===== config.mk =====
export PLATFORM = sky130hd
export DESIGN_NAME = scss_top
export DESIGN_NICKNAME = d
export VERILOG_FILES = /design/src/rtl/scss_pkg.sv /design/src/rtl/scss_top.sv /design/src/rtl/scss_osc_tick.sv
export SDC_FILE = /design/constraint.sdc
export NUM_CORES = 1
export LEC_CHECK = 0
export BUFFER_PORTS_ARGS = -buffer_cell sky130_fd_sc_hd__clkbuf_2
export CAP_MARGIN = 30
export CORE_MARGIN = 10
export CORE_UTILIZATION = 47
export CTS_CLUSTER_DIAMETER = 150
export DETAILED_ROUTE_END_ITERATION = 8
export PLACE_DENSITY_LB_ADDON = 0.2
export SYNTH_ARGS = -nofsm -noshare
export SYNTH_HDL_FRONTEND = slang
export SYNTH_SLANG_ARGS = --single-unit
export TNS_END_PERCENT = 10

===== constraint.sdc =====
create_clock -name pclk -period 2.7 [get_ports pclk]
set_clock_uncertainty 0.2 [all_clocks]
set_input_delay 0.27 -clock pclk [delete_from_list [all_inputs] [get_ports pclk]]
set_output_delay 0.27 -clock pclk [all_outputs]
set_load 0.005 [all_outputs]

===== src/rtl/scss_pkg.sv =====
package scss_pkg;
    // Register byte offsets.
    localparam logic [11:0] SCSS_SCC_OFF    = 12'h000;
    localparam logic [11:0] SCSS_INT_FAST_RC_CONTROL_REG_OFF  = 12'h004;
    localparam logic [11:0] SCSS_LXTC_OFF   = 12'h008;
    localparam logic [11:0] SCSS_STAT_OFF   = 12'h00c;
    // system_clock_control_reg fields.
    localparam int          SCSS_CKS_LSB    = 5;
    localparam int          SCSS_FHS_BIT    = 3;
    localparam int          SCSS_FSS_BIT    = 2;
    localparam int          SCSS_FHIDEN_BIT = 1;
    localparam int          SCSS_FSIDEN_BIT = 0;
    localparam logic [7:0]  SCSS_SCC_RST    = 8'h00;
    localparam logic [7:0]  SCSS_SCC_WMASK  = 8'hef;
    // int_fast_rc_control_reg fields.
    localparam int          SCSS_HFREQ_LSB  = 2;
    localparam int          SCSS_HIRCEN_BIT = 0;
    localparam logic [3:0]  SCSS_INT_FAST_RC_CONTROL_REG_RST  = 4'h1;
    localparam logic [1:0]  SCSS_HFREQ_8M   = 2'h0;
    localparam logic [1:0]  SCSS_HFREQ_12M  = 2'h1;
    localparam logic [1:0]  SCSS_HFREQ_16M  = 2'h2;
    localparam logic [1:0]  SCSS_HFREQ_BAD  = 2'h3;
    // Slow crystal control fields.
    localparam int          SCSS_SLOW_CRYSTAL_ENABLE_BIT  = 0;
    localparam int          SCSS_LXTRDY_BIT = 1;
    localparam int          SCSS_XTPIN_BIT  = 2;
    // Selection encodings and the slow path mode code.
    localparam logic        SCSS_FAST_HXT   = 1'b1;
    localparam logic        SCSS_SLOW_LXT   = 1'b1;
    localparam logic [2:0]  SCSS_CKS_SLOW   = 3'h7;
    // Slow crystal start-up, in slow crystal periods.
    localparam logic [9:0]  SCSS_LXT_START  = 10'h3ff;
endpackage


===== src/rtl/scss_top.sv =====
`timescale 1ns/10ps
module scss_top
    import scss_pkg::*;
(
    input  wire logic        pclk,         // Bus clock, 50 MHz
    input  wire logic        presetn,      // Asynchronous reset, active low
    input  wire logic        ce,           // Clock enable, freezes all state
    input  wire logic        psel,         // APB select
    input  wire logic        penable,      // APB enable
    input  wire logic        pwrite,       // APB direction
    input  wire logic [11:0] paddr,        // APB byte address
    input  wire logic [31:0] pwdata,       // APB write data
    output logic      [31:0] prdata,       // APB read data
    output logic             pready,       // APB ready
    output logic             pslverr,      // APB error, unmapped address
    input  wire logic        hxt_osc_in,   // Fast crystal oscillator output
    input  wire logic        int_fast_rc_osc_osc_in,  // Fast RC oscillator output
    input  wire logic        lxt_osc_in,   // Slow crystal oscillator output
    input  wire logic        int_slow_rc_osc_osc_in,  // Slow RC oscillator output
    input  wire logic        cpu_halt,     // CPU halted, sleep or idle
    output logic             sys_clk_en,   // System clock enable pulse
    output logic             wdt_clk_en,   // Watchdog clock enable pulse
    output logic             tb_clk_en,    // Time base clock enable pulse
    output logic             hxt_en,       // Fast crystal oscillator enable
    output logic             int_fast_rc_osc_en,      // Fast RC oscillator enable
    output logic      [1:0]  int_fast_rc_osc_freq,    // Fast RC frequency trim select
    output logic             lxt_en,       // Slow crystal oscillator enable
    output logic             xt_pins_osc   // Slow crystal pins in oscillator mode
);
    logic [7:0]  scc_reg;
    logic [3:0]  int_fast_rc_control_reg_reg;
    logic [2:0]  lxtc_reg;
    logic        pready_reg;
    logic        pslverr_reg;
    logic [31:0] prdata_reg;
    logic [9:0]  lxt_cnt_reg;
    logic        lxt_rdy_reg;
    logic [2:0]  act_cks_reg;
    logic        act_fhs_reg;
    logic        act_fss_reg;
    logic        sync_reg;
    logic [5:0]  cnt_reg;
    logic        sys_en_reg;
    logic        wdt_en_reg;
    logic        tb_en_reg;
    logic        hxt_en_reg;
    logic        int_fast_rc_osc_en_reg;
    logic        lxt_en_reg;

    logic hxt_tick;
    logic int_fast_rc_osc_tick;
    logic lxt_tick;
    logic int_slow_rc_osc_tick;

    scss_osc_tick u_hxt  (.pclk(pclk), .presetn(presetn), .ce(ce),
                          .osc_in(hxt_osc_in),  .tick(hxt_tick));
    scss_osc_tick u_int_fast_rc_osc (.pclk(pclk), .presetn(presetn), .ce(ce),
                          .osc_in(int_fast_rc_osc_osc_in), .tick(int_fast_rc_osc_tick));
    scss_osc_tick u_lxt  (.pclk(pclk), .presetn(presetn), .ce(ce),
                          .osc_in(lxt_osc_in),  .tick(lxt_tick));
    scss_osc_tick u_int_slow_rc_osc (.pclk(pclk), .presetn(presetn), .ce(ce),
                          .osc_in(int_slow_rc_osc_osc_in), .tick(int_slow_rc_osc_tick));

    // Bus decode.
    wire        access    = psel & penable & pready_reg;
    wire        wr_en     = access & pwrite;
    wire        hit_scc   = paddr == SCSS_SCC_OFF;
    wire        hit_int_fast_rc_control_reg = paddr == SCSS_INT_FAST_RC_CONTROL_REG_OFF;
    wire        hit_lxtc  = paddr == SCSS_LXTC_OFF;
    wire        hit_stat  = paddr == SCSS_STAT_OFF;
    wire        mapped    = hit_scc | hit_int_fast_rc_control_reg | hit_lxtc | hit_stat;

    wire [2:0]  cks      = scc_reg[SCSS_CKS_LSB +: 3];
    wire        fast_source_select      = scc_reg[SCSS_FHS_BIT];
    wire        slow_source_select      = scc_reg[SCSS_FSS_BIT];
    wire        fhiden   = scc_reg[SCSS_FHIDEN_BIT];
    wire        fsiden   = scc_reg[SCSS_FSIDEN_BIT];
    wire [1:0]  wr_hfreq = pwdata[SCSS_HFREQ_LSB +: 2];

    // The unused code is refused so only three frequencies exist
    wire [1:0]  hfreq_next = (wr_hfreq == SCSS_HFREQ_BAD) ?
                             int_fast_rc_control_reg_reg[SCSS_HFREQ_LSB +: 2] : wr_hfreq;
    wire [3:0]  int_fast_rc_control_reg_next = {hfreq_next, 1'b0, pwdata[SCSS_HIRCEN_BIT]};

    // Slow crystal runs only while its pins serve the oscillator
    wire        lxt_run  = lxtc_reg[SCSS_SLOW_CRYSTAL_ENABLE_BIT] & lxtc_reg[SCSS_XTPIN_BIT];

    // Slow crystal counts as selected only once it is usable
    wire        fss_eff  = slow_source_select & lxt_rdy_reg;
    wire        pending  = {cks, fast_source_select, fss_eff} != {act_cks_reg, act_fhs_reg, act_fss_reg};

    wire        fh_tick  = (act_fhs_reg == SCSS_FAST_HXT) ? hxt_tick : int_fast_rc_osc_tick;
    // Slow path source, falling back to the RC if the crystal drops
    wire        fsub_lxt  = (act_fss_reg == SCSS_SLOW_LXT) & lxt_rdy_reg;
    wire        fsub_tick = fsub_lxt ? lxt_tick : int_slow_rc_osc_tick;

    wire        slow_mode = act_cks_reg == SCSS_CKS_SLOW;
    wire        src_tick  = slow_mode ? fsub_tick : fh_tick;
    // Ratio two to the power of the select field, except slow mode which divides by one
    wire [6:0]  div_full  = (7'h01 << act_cks_reg) - 7'h01;
    wire [5:0]  div_mask  = slow_mode ? 6'h00 : div_full[5:0];
    wire        div_wrap  = cnt_reg == div_mask;
    wire        sys_pulse = src_tick & ~sync_reg & div_wrap;
    // Switch only on a period boundary between source ticks
    wire        apply_sw  = pending & (cnt_reg == 6'h00) & ~src_tick;

    wire        fast_keep = ~cpu_halt | fhiden;
    wire        slow_keep = ~cpu_halt | fsiden;

    wire [31:0] rd_data = hit_scc   ? {24'h000000, scc_reg} :
                          hit_int_fast_rc_control_reg ? {28'h0000000, int_fast_rc_control_reg_reg} :
                          hit_lxtc  ? {29'h0, lxtc_reg[2], lxt_rdy_reg, lxtc_reg[0]} :
                          hit_stat  ? {24'h000000, act_cks_reg, 1'b0, act_fhs_reg,
                                       act_fss_reg, sync_reg, pending} :
                                      32'h00000000;

    // APB slave: ready in the second access cycle.
    always_ff @(posedge pclk or negedge presetn)
    begin
        if (!presetn)
        begin
            pready_reg  <= 1'b0;
            pslverr_reg <= 1'b0;
            prdata_reg  <= 32'h00000000;
        end
        else if (ce)
        begin
            pready_reg  <= psel & penable & ~pready_reg;
            pslverr_reg <= psel & penable & ~pready_reg & ~mapped;
            prdata_reg  <= (psel & penable & ~pready_reg & ~pwrite) ? rd_data : 32'h00000000;
        end
    end

    always_ff @(posedge pclk or negedge presetn)
    begin
        if (!presetn)
        begin
            scc_reg   <= SCSS_SCC_RST;
            int_fast_rc_control_reg_reg <= SCSS_INT_FAST_RC_CONTROL_REG_RST;
            lxtc_reg  <= 3'h0;
        end
        else if (ce && wr_en)
        begin
            if (hit_scc)
                scc_reg <= pwdata[7:0] & SCSS_SCC_WMASK;
            if (hit_int_fast_rc_control_reg)
                int_fast_rc_control_reg_reg <= int_fast_rc_control_reg_next;
            if (hit_lxtc)
                lxtc_reg <= {pwdata[SCSS_XTPIN_BIT], 1'b0, pwdata[SCSS_SLOW_CRYSTAL_ENABLE_BIT]};
        end
    end

    // Start-up delay counted in slow crystal periods
    always_ff @(posedge pclk or negedge presetn)
    begin
        if (!presetn)
        begin
            lxt_cnt_reg <= 10'h000;
            lxt_rdy_reg <= 1'b0;
        end
        else if (ce)
        begin
            if (!lxt_run)
            begin
                lxt_cnt_reg <= 10'h000;
                lxt_rdy_reg <= 1'b0;
            end
            else if (lxt_tick && !lxt_rdy_reg)
            begin
                lxt_cnt_reg <= lxt_cnt_reg + 10'h001;
                lxt_rdy_reg <= lxt_cnt_reg == SCSS_LXT_START;
            end
        end
    end

    // Active selection and divider; first new-source tick only resyncs
    always_ff @(posedge pclk or negedge presetn)
    begin
        if (!presetn)
        begin
            act_cks_reg <= SCSS_SCC_RST[SCSS_CKS_LSB +: 3];
            act_fhs_reg <= SCSS_SCC_RST[SCSS_FHS_BIT];
            act_fss_reg <= 1'b0;
            sync_reg    <= 1'b0;
            cnt_reg     <= 6'h00;
        end
        else if (ce)
        begin
            if (apply_sw)
            begin
                act_cks_reg <= cks;
                act_fhs_reg <= fast_source_select;
                act_fss_reg <= fss_eff;
                sync_reg    <= 1'b1;
            end
            else if (src_tick && sync_reg)
                sync_reg <= 1'b0;
            else if (src_tick)
                cnt_reg <= div_wrap ? 6'h00 : cnt_reg + 6'h01;
        end
    end

    always_ff @(posedge pclk or negedge presetn)
    begin
        if (!presetn)
        begin
            sys_en_reg  <= 1'b0;
            wdt_en_reg  <= 1'b0;
            tb_en_reg   <= 1'b0;
            hxt_en_reg  <= 1'b0;
            int_fast_rc_osc_en_reg <= 1'b1;
            lxt_en_reg  <= 1'b0;
        end
        else if (ce)
        begin
            sys_en_reg  <= sys_pulse & ~cpu_halt;
            wdt_en_reg  <= int_slow_rc_osc_tick;
            tb_en_reg   <= fsub_tick & slow_keep;
            hxt_en_reg  <= (act_fhs_reg == SCSS_FAST_HXT) & fast_keep;
            int_fast_rc_osc_en_reg <= ((act_fhs_reg != SCSS_FAST_HXT) | int_fast_rc_control_reg_reg[SCSS_HIRCEN_BIT])
                           & fast_keep;
            lxt_en_reg  <= lxt_run;
        end
    end

    assign prdata      = prdata_reg;
    assign pready      = pready_reg;
    assign pslverr     = pslverr_reg;
    assign sys_clk_en  = sys_en_reg;
    assign wdt_clk_en  = wdt_en_reg;
    assign tb_clk_en   = tb_en_reg;
    assign hxt_en      = hxt_en_reg;
    assign int_fast_rc_osc_en     = int_fast_rc_osc_en_reg;
    assign int_fast_rc_osc_freq   = int_fast_rc_control_reg_reg[SCSS_HFREQ_LSB +: 2];
    assign lxt_en      = lxt_en_reg;
    assign xt_pins_osc = lxtc_reg[SCSS_XTPIN_BIT];
endmodule


===== src/rtl/scss_osc_tick.sv =====
`timescale 1ns/10ps
// Turns a free-running oscillator into a one-cycle tick per rising edge.
module scss_osc_tick
    import scss_pkg::*;
(
    input  wire logic pclk,     // Bus clock
    input  wire logic presetn,  // Asynchronous reset
    input  wire logic ce,       // Clock enable
    input  wire logic osc_in,   // Asynchronous oscillator output
    output logic      tick      // One pulse per oscillator rising edge
);
    logic sync1_reg;
    logic sync2_reg;
    logic prev_reg;
    logic tick_reg;

    always_ff @(posedge pclk or negedge presetn)
    begin
        if (!presetn)
        begin
            sync1_reg <= 1'b0;
            sync2_reg <= 1'b0;
            prev_reg  <= 1'b0;
            tick_reg  <= 1'b0;
        end
        else if (ce)
        begin
            sync1_reg <= osc_in;
            sync2_reg <= sync1_reg;
            prev_reg  <= sync2_reg;
            tick_reg  <= sync2_reg & ~prev_reg;
        end
    end

    assign tick = tick_reg;
endmodule


-- Yosys cells after proc, flatten, opt, wreduce, memory -nomap -nowiden
Index checks and enable logic that the tools add are counted.
- flip-flop bits (word level): 91
- input port bits: 55
- output and inout bits: 43
- word-level logic and storage cells: 121
- add/sub/neg operators: 3
- equality and inequality tests: 9
- shift-type cells: 1
- muxes and demuxes: 16
- bitwise gates (word level): 41
- reductions and logical operators: 15
- operators with widths (cell ; number):
    8-bit two-way mux ; 5
    12-bit by 4-bit equality test with 1-bit output, second input constant ; 2
    1-bit AND ; 21
    10-bit two-way mux ; 2
    1-bit NOT ; 14
    12-bit by 3-bit equality test with 1-bit output, second input constant ; 1
    12-bit logical NOT ; 1
    6-bit two-way mux ; 2
    2-bit AND reduction ; 6
    10-bit by 1-bit adder with 10-bit output, second input constant ; 1
    10-bit equality test, second input constant ; 1
    1-bit two-way mux ; 7
    6-bit by 1-bit adder with 6-bit output, second input constant ; 1
    6-bit equality test ; 1
    6-bit logical NOT ; 1
    1-bit bitwise OR ; 6
    1-bit by 3-bit left shift with 6-bit output, first input constant ; 1
    6-bit by 1-bit subtractor with 6-bit output, second input constant ; 1
    5-bit inequality test ; 1
    4-bit AND reduction ; 1
    3-bit equality test, second input constant ; 1
    1-bit logical AND ; 3
    3-bit AND reduction ; 1
    2-bit equality test, second input constant ; 1
    3 further kinds ; 3

-- Logic depth before layout (Yosys ltp)
Gate-level depths: netlist (run 1).
- depth after elaboration: 7
- gate-level depth with buffers: 11
- gate-level depth less buffers: 9

-- Cells and area by module
A second synthesis (run 1) with hierarchy kept.
- cell total of the unflattened synthesis: 349
- area, all modules: 3609.7 µm²
- by module, submodules not included (module ; instances ; cells each ; area each (µm²) ; sequential area each (µm²)):
    scss_top ; 1 ; 309 ; 3009.1 ; 1253.7
    scss_osc_tick ; 4 ; 10 ; 150.1 ; 100.1

-- Worst setup path after synthesis (run 1)
Ideal clock, no wire load.
- path kind: register -> register
- from: reg act_cks_reg[0]
- to: reg sys_en_reg (netlist: sys_clk_en)
- setup time: 0.122 ns
- arrival time: 2.310 ns
- required time: 2.378 ns
- path slack: 0.069 ns
- cell stages (with the launch flop): 10
- path buffers: 1
- clock period less this slack: 2.631 ns
- path through: dfrtp_1 > buf_4 > or3_1 > ha_1 > or4_1 > nand3_1 > o22ai_1 > nand4_1 > nor2_1 > a32o_1
- cells in the longest elaborated chain, start to end: 6
- elaborated cells on any way between the ends: 9
- classes of those cells: add/sub (1); eq/ne (2); shift (1); mux (2); bitwise (3)
- ends and longest elaborated chain (element ; RTL line ; RTL):
    start, declared ; scss_top.sv:38 ; logic [2:0] act_cks_reg;
    start signal, assigned ; scss_top.sv:181 ; act_cks_reg <= SCSS_SCC_RST[SCSS_CKS_LSB +: 3];
    start signal, assigned ; scss_top.sv:191 ; act_cks_reg <= cks;
    1-bit by 3-bit left shift with 6-bit output ; scss_top.sv:100 ; wire [6:0] div_full = (7'h01 << act_cks_reg) - 7'h01;
    6-bit by 1-bit subtractor with 6-bit output ; scss_top.sv:100 ;
    6-bit two-way mux ; scss_top.sv:101 ; wire [5:0] div_mask = slow_mode ? 6'h00 : div_full[5:0];
    6-bit equality test ; scss_top.sv:102 ; wire div_wrap = cnt_reg == div_mask;
    1-bit AND (*) ; scss_top.sv:103 ; wire sys_pulse = src_tick & ~sync_reg & div_wrap;
    1-bit AND (*) ; scss_top.sv:216 ; sys_en_reg <= sys_pulse & ~cpu_halt;
    end signal, assigned ; scss_top.sv:216 ;
    end, declared ; scss_top.sv:43 ; logic sys_en_reg;
Mark *: on every way between the ends. The rest lies on a longest branch, timed or not.
A chain may end at the register's enable or synchronous reset.

-- Worst setup path in the final report (run 1)
- from: reg act_cks_reg[2]
- to: reg cnt_reg[4]
- cells in the longest elaborated chain, start to end: 6
- elaborated cells on any way between the ends: 15
- classes of those cells: add/sub (1); eq/ne (3); shift (1); mux (3); bitwise (5); reduce/logical (2)
- ends and longest elaborated chain (element ; RTL line ; RTL):
    branches (longest 6 deep; another with 6-bit by 1-bit subtractor with 6-bit output) ; n/a ;
    end signal, assigned ; scss_top.sv:199 ; cnt_reg <= div_wrap ? 6'h00 : cnt_reg + 6'h01;
    end, declared ; scss_top.sv:42 ; logic [5:0] cnt_reg;
Parallel ways; which one is timed is not known.

==> results of run 1 <==
## area by class of cell
cell class              instances  area [µm²]
repair buffers                 68         435
inverters                      19        71.3
fillers                       675        3180
clock buffers                   9         124
flip-flops and latches         66        1650
multi-input cells             233        1550
well taps                      99         124
clock inverters                 7        78.8
## logic make-up (layout without fill, tap and decap cells)
group / count (synthesis) / in the layout / share of synthesized area
AND/OR/NAND/NOR: 103 / 103 / 0.153
flip-flops: 66 / 66 / 0.475
buffers and inverters: 61 / 103 / 0.106
AO/OA/AOI/OAI: 57 / 57 / 0.113
multiplexers: 31 / 31 / 0.105
XOR/XNOR: 13 / 13 / 0.0327
adder cells (fa/ha/maj): 4 / 4 / 0.0144
other: 1 / 25 / 0.00108
## worst paths after layout
kind                                     start                             end  cells after the start
max in group asynchronous              presetn  int_fast_rc_control_reg_reg[0]                      3
worst max register to register  act_cks_reg[2]                      cnt_reg[4]                      9
worst min-delay path                        ce                          pready                      2
worst min register to register  u_hxt.prev_reg                      u_hxt.tick                      1
min in group asynchronous              presetn                 u_lxt.sync1_reg                      2
worst max-delay path            act_cks_reg[2]                      cnt_reg[4]                      9
## cells in the mapped netlist, types with 7 or more instances
cell type   n  area, µm²
inv_1      18       67.6
dfrtp_1    64       1600
o2bb2ai_1  12        105
nand3_1    12       60.1
mux2_2     23        259
nand2_1    24       90.1
xor2_1      7       61.3
o21ai_0    16       80.1
nor2_1     22       82.6
a21oi_1     9       45.0
buf_4      29        218
clkbuf_1    7       26.3
nor3_1      8       40.0
## power breakdown
part	total (mW)	internal (mW)	leakage [nW]	switching, mW
Clock	0.841	0.432	0.0921	0.409
Combinational	0.280	0.122	0.923	0.158
Sequential	1.10	1.05	0.874	0.0478
Total	2.22	1.60	1.89	0.615
## routing by layer
| metal | vias up | share of wire | GRT usage |
|---|---|---|---|
| li1 | 1249 | - | - |
| met1 | 1274 | 0.43 | 0.168 |
| met2 | 60 | 0.49 | 0.218 |
| met3 | 12 | 0.068 | 0.0435 |
| met4 | 0 | 0.016 | 0.0590 |
| met5 | - | 0 | 0 |
## worst reg2reg max path, cell delays in order (launching register included)
cell,delay [ps]
dfrtp_1,380
or3_1,410
ha_1,240
or4_1,520
nand3_1,90
o22ai_1,70
nand4_1,180
nor4_2,60
buf_4,160
nor3_1,180
## metrics by stage
stage               total power, mW  area, µm²  worst slack (ps)  hold slack, ps  utilization
floorplan                      1.31       3570              68.8            -226            -
global placement               1.38       3710               166            9.64        0.514
detailed placement             1.39       3710               148            14.7        0.514
CTS                            2.25       4030               121            14.0        0.559
global route                   2.33       4030              33.9            41.7        0.559
finish                         2.22       4030               123            32.8        0.559
==> impl_metrics.json, run 1 <==
{
  "critPathLaunchType": "flip-flop",
  "die-area_mm2": 0.0112,
  "min_period_over_period": 0.954,
  "crit_family": "simple AND/OR/NAND/NOR gates",
  "overflow": 0,
  "vias": 2595,
  "cts.sinks": 66,
  "antenna_left": 0,
  "layout_commonest_cell": "dfrtp_1",
  "dpl.cell_count": 473,
  "grt_pass1_wl_um": 12800,
  "gp_congestion": 0.777,
  "num_io_pins": 98,
  "timing.final.setup_violations": 0,
  "ir_worst_vdd_uv": 391,
  "ctsLongestPathBuffers": 2,
  "clk_latency_ps": 340,
  "post_cts_buffers": 0,
  "arrival_ps": 2630,
  "syn_area_per_cell_um2": 10.4,
  "wl_um": 7480,
  "fin_crit_ps": 2580,
  "clkTransAtPathRegs_ps": 80,
  "start_util": 0.482,
  "slowest_stage": "or4_1",
  "drc": 0,
  "drive_gt1_frac": 0.269,
  "p_leak_nw": 1.89,
  "cts_resized": 0,
  "cp.required_ps": 2750,
  "stdcell_count": 501,
  "report.final.slew_viol_count": 0,
  "holdBufCountCts": 12,
  "clock-root-buffer": "clkbuf_8",
  "nets": 456,
  "fmax_mhz": 388,
  "die_w_um": 106,
  "cp_num_buf_inv": 1,
  "crit_chain": "or3_1 -> ha_1 -> or4_1 -> nand3_1 -> o22ai_1 -> nand4_1 -> nor4_2 -> buf_4 -> nor3_1",
  "ys_ff_latch": 66,
  "cts_tree": "yes",
  "synth_sequential_area_ratio": 0.475,
  "maxCapViolations": 0,
  "wl_per_cell_um": 14.9,
  "finalHoldViolations": 0,
  "worst-path-max-fanout": 4,
  "grt_use_total": 0.137,
  "viasPerCell": 5.18,
  "async_reset_ff_frac": 1.00,
  "core_area_mm2": 0.00721,
  "netlist_instances": 336,
  "firstDrtPassIters": 4,
  "diodes": 0,
  "hp-class": "primary input to flip-flop",
  "initialDrtViolationCount": 82,
  "cts-htree-levels": 3,
  "yosys_warnings": 0,
  "synthFlopType": "dfrtp_1",
  "std_cell_rows": 31,
  "place_hpwl_um": 5460,
  "worstSetupEndpointType": "flip-flop",
  "antenna_found_initial": 0,
  "grt_setup_unrepaired": "no",
  "critical_path_class": "flip-flop to flip-flop",
  "mostFrequentLayoutCells": "dfrtp_1 (64), clkbuf_2 (47), conb_1 (25), nand2_1 (24), mux2_2 (23)",
  "numCtsBuffers": 9,
  "setup_tns_ps": 0,
  "rrSetupSlack_ps": 120,
  "first_global_vias": 2625,
  "io_buffers": 47,
  "grt_max_degree": 53,
  "yosysUniqueCellTypes": 55,
  "die_h_um": 106,
  "area_growth_pct": 15.9,
  "synth_area_mm2": 0.00348,
  "outcome": "completed",
  "synth_edf_count": 0,
  "power_density_mw_per_mm2": 550,
  "largest_register_ffs": 10,
  "slowest_delay_ps": 520
}
No activity file was read; power rests on OpenSTA's default activity.
==> run 2: changes to the inputs <==
BUFFER_PORTS_ARGS = -buffer_cell sky130_fd_sc_hd__buf_2   (was -buffer_cell sky130_fd_sc_hd__clkbuf_2)
==> impl_metrics.json, run 2 (synthesized netlist as in run 1, its figures left out) <==
{
  "die-area_mm2": 0.0112,
  "cts.sinks": 66,
  "slowest_stage": "or4_1",
  "critical_path_class": "flip-flop to flip-flop",
  "clock-root-buffer": "clkbuf_8",
  "diodes": 0,
  "timing.final.setup_violations": 0,
  "ir_worst_vdd_uv": 351,
  "clk_latency_ps": 340,
  "numCtsBuffers": 9,
  "slew_headroom": 0.494,
  "first_global_vias": 2618,
  "crit_start": "act_cks_reg[2]",
  "clkTransAtPathRegs_ps": 70,
  "critPathLaunchType": "flip-flop",
  "seqCellArea_mm2": 0.00165,
  "io_buffers": 47,
  "worstSetupEndpointType": "flip-flop",
  "grt_pass1_wl_um": 12700,
  "worst-path-max-fanout": 4,
  "start_util": 0.482,
  "final_area_mm2": 0.00402,
  "largest_register_ffs": 10,
  "crit_family": "simple AND/OR/NAND/NOR gates",
  "ctsLongestPathBuffers": 2,
  "vias": 2541,
  "stdcell_count": 500,
  "regToRegStartpoint": "act_cks_reg[2]",
  "outcome": "completed",
  "setup_tns_ps": 0,
  "post-route-util": 0.557,
  "viasPerCell": 5.08,
  "worstMarginPinSlew_ps": 758,
  "area_growth_pct": 15.3,
  "grt_max_degree": 35,
  "min-delay-start": "ce",
  "antenna_found_initial": 0,
  "report.final.slew_viol_count": 0,
  "initialDrtViolationCount": 78,
  "cp.required_ps": 2730,
  "drc": 0,
  "cp_num_buf_inv": 0,
  "wl_per_cell_um": 14.8,
  "hold_slack_ps": 32.7,
  "maxCapViolations": 0,
  "hp-class": "primary input to flip-flop",
  "power_density_mw_per_mm2": 533,
  "die_w_um": 106,
  "die_h_um": 106,
  "fmax_mhz": 381,
  "multiInputGateArea_mm2": 0.00156,
  "nets": 455,
  "min_period_over_period": 0.973,
  "std_cell_rows": 31,
  "num_io_pins": 98,
  "antenna_left": 0,
  "gp_congestion": 0.743,
  "crit_chain": "or3_1 -> ha_1 -> or4_1 -> nand3_1 -> o22ai_1 -> nand4_1 -> nor2_1 -> a32o_1",
  "firstDrtPassIters": 4,
  "slowest_delay_ps": 530,
  "wl_um": 7380,
  "cts-htree-levels": 3,
  "place_hpwl_um": 5490,
  "mostFrequentLayoutCells": "dfrtp_1 (64), buf_2 (47), conb_1 (25), nand2_1 (24), mux2_2 (23)",
  "cts_tree": "yes",
  "arrival_ps": 2650,
  "grt_setup_unrepaired": "yes",
  "finalHoldViolations": 0,
  "p_leak_nw": 1.89,
  "postPlaceCellArea_mm2": 0.00370,
  "fillers": 654,
  "fin_crit_ps": 2630,
  "post_cts_buffers": 0,
  "core_area_mm2": 0.00721,
  "drive_gt1_frac": 0.264,
  "layout_commonest_cell": "dfrtp_1",
  "dpl.cell_count": 472,
  "overflow": 0,
  "grt_use_total": 0.137
}
==> run 2: cell types whose count changed in the layout (fill, tap and decap cells not counted), sizes merged <==
cell and delta:
bufinv -1, clkinvlp -3, clkbuf -44, clkinv +2
inv -1, buf +46
==> run 2: final timing paths <==
check	to	slack, ps	depth (start not counted)
min in group asynchronous	lxt_cnt_reg[4]	340	2
max in group asynchronous	int_fast_rc_control_reg_reg[0]	1260	3
setup / recovery	sys_clk_en	70	8
hold reg to reg	u_hxt.tick	250	1
setup reg to reg	sys_clk_en	70	8
hold / removal	pready	30	2
==> run 2: repair_timing <==
| item | CTS | global route |
|---|---|---|
| hold buffers | 12 | 0 |
| gates resized for setup | 0 | 1 |
| endpoints found under the hold margin | 48 | 0 |
| setup endpoints to repair | 0 | 5 |
==> run 2: layout make-up <==
class	instances	area share
clock inverter	4	0.00686
multi-input combinational	233	0.387
sequential	66	0.412
inverter	19	0.0178
tap	99	0.0309
timing repair buffer	67	0.107
clock buffer	12	0.0386
==> run 2: per-stage QoR <==
stage	power (mW)	setup slack, ps
floorplan	1.31	68.8
global placement	1.37	163
detailed placement	1.39	128
CTS	2.16	106
global route	2.25	-56.5
finish	2.14	72.6
==> run 2: report_power, final <==
group	leakage (nW)	total, mW	switching, mW	internal (mW)
clock	0.0963	0.753	0.370	0.384
sequential	0.874	1.10	0.0488	1.05
combinational	0.924	0.287	0.165	0.121
==> run 2: per-layer routing <==
metal | wire length (µm) | global-route usage | up-vias
li1 | - | - | 1245
met1 | 3170 | 0.162 | 1223
met2 | 3640 | 0.225 | 64
met3 | 469 | 0.0537 | 9
met4 | 96 | 0.0435 | 0
met5 | 0 | 0 | -
==> run 2: worst register-to-register path: stages (launching register included) <==
cell	delay, ps
dfrtp_1	380
or3_1	410
ha_1	260
or4_1	530
nand3_1	100
o22ai_1	80
nand4_1	210
nor2_1	80
a32o_1	280
==> run 3: changes to the inputs <==
CTS_CLUSTER_SIZE = 30   (was default)
REMOVE_ABC_BUFFERS = 1   (was default)
==> impl_metrics.json, run 3 (synthesized netlist as in run 1, its figures left out) <==
{
  "post-place-ws_ps": 154,
  "antenna_found_initial": 0,
  "crit_chain": "or3_1 -> ha_1 -> buf_4 -> nand2b_1 -> a21boi_0 -> o2bb2ai_1 -> nand4_1 -> nor4_2 -> nor3_1",
  "grt_max_degree": 67,
  "overflow": 0,
  "p_leak_nw": 1.88,
  "clk_latency_ps": 350,
  "gp_congestion": 0.804,
  "drc": 0,
  "slew_headroom": 0.443,
  "ctsLongestPathBuffers": 2,
  "clkTransAtPathRegs_ps": 70,
  "num_io_pins": 98,
  "cts_tree": "yes",
  "cp.depth": 9,
  "clock-root-buffer": "clkbuf_8",
  "slowest_stage": "nor4_2",
  "critPathLaunchType": "flip-flop",
  "die_h_um": 106,
  "finalHoldViolations": 0,
  "final_area_mm2": 0.00398,
  "area_growth_pct": 14.4,
  "worstMarginPinSlew_ps": 836,
  "grt_use_total": 0.134,
  "holdPathStages": 2,
  "worst-path-max-fanout": 5,
  "slowest_delay_ps": 410,
  "core_area_mm2": 0.00721,
  "cts-htree-levels": 3,
  "postPlaceCellArea_mm2": 0.00369,
  "report.final.slew_viol_count": 0,
  "power_density_mw_per_mm2": 533,
  "io_buffers": 47,
  "cp_num_buf_inv": 1,
  "vias": 2542,
  "setup_ws_ps": 124,
  "nets": 454,
  "ir_worst_vdd_uv": 481,
  "grt_pass1_wl_um": 12500,
  "hp-class": "primary input to flip-flop",
  "crit_family": "simple AND/OR/NAND/NOR gates",
  "die_w_um": 106,
  "timing.final.setup_violations": 0,
  "critical_path_class": "flip-flop to flip-flop",
  "cp.required_ps": 2710,
  "antenna_left": 0,
  "place_hpwl_um": 5370,
  "arrival_ps": 2590,
  "fin_crit_ps": 2580,
  "die-area_mm2": 0.0112,
  "wl_um": 7420,
  "fmax_mhz": 388,
  "min_period_over_period": 0.954,
  "wl_per_cell_um": 14.9,
  "largest_register_ffs": 10,
  "mostFrequentLayoutCells": "dfrtp_1 (64), buf_2 (47), conb_1 (25), nand2_1 (24), mux2_2 (23)",
  "std_cell_rows": 31,
  "grt_setup_unrepaired": "no",
  "viasPerCell": 5.09,
  "worstSetupEndpointType": "flip-flop",
  "outcome": "completed",
  "start_util": 0.482,
  "numCtsBuffers": 9,
  "cts_resized": 0,
  "drive_gt1_frac": 0.268,
  "layout_commonest_cell": "dfrtp_1",
  "reg2reg_depth": 9,
  "first_global_vias": 2594,
  "maxCapViolations": 0,
  "cts.sinks": 66,
  "diodes": 0,
  "firstDrtPassIters": 4,
  "setup_tns_ps": 0,
  "initialDrtViolationCount": 75
}
[run 3: repair_timing]
action                     4_1_cts  5_1_grt
setup endpoints to repair        0        0
setup buffers                    0        0
hold buffers                    11        0
hold endpoints to repair        76        0
[run 3: routing by layer]
metal | global-route usage | wire (µm) | vias to the layer above
met4 | 0.0368 | 78 | 0
met2 | 0.220 | 3660 | 55
li1 | - | - | 1241
met1 | 0.158 | 3270 | 1241
met5 | 0 | 0 | -
met3 | 0.0574 | 414 | 5
[run 3: final timing paths]
kind,end,slack [ps],startpoint
max in group asynchronous,lxtc_reg[0],1310,presetn
worst min-delay path,lxtc_reg[2],9,pwdata[2]
min in group asynchronous,u_int_fast_rc_osc.sync2_reg,430,presetn
worst max register to register,cnt_reg[5],120,act_cks_reg[2]
worst max-delay path,cnt_reg[5],120,act_cks_reg[2]
worst min register to register,u_hxt.tick,250,u_hxt.prev_reg
[run 3: cell type report]
| cell class | count | area (µm²) |
|---|---|---|
| fillers | 670 | 3230 |
| flip-flops and latches | 66 | 1650 |
| multi-input cells | 233 | 1550 |
| repair buffers | 66 | 405 |
| clock buffers | 10 | 138 |
| well taps | 99 | 124 |
| inverters | 19 | 71.3 |
| clock inverters | 6 | 42.5 |
[run 3: power breakdown]
group / internal [mW] / switching [mW]
clock network: 0.357 / 0.394
logic: 0.117 / 0.159
registers: 1.05 / 0.0443
total: 1.53 / 0.597
[run 3: per-stage QoR]
stage,cells,power (mW),utilization,hold WS [ps]
2_1_floorplan,318,1.27,-,-226
3_3_place_gp,472,1.37,0.512,233
3_5_place_dp,472,1.38,0.512,243
4_1_cts,499,2.14,0.552,0.677
5_1_grt,499,2.23,0.552,3.13
6_report,499,2.12,0.552,9.08
[run 3: worst reg2reg max path, delay by kind of cell (launching register included)]
| kind | cells | cell delay [ps] |
|---|---|---|
| fa+ha+maj | 1 | 250 |
| compound gates | 2 | 250 |
| buf+inv | 1 | 160 |
| flops | 1 | 380 |
| simple gates | 5 | 1220 |
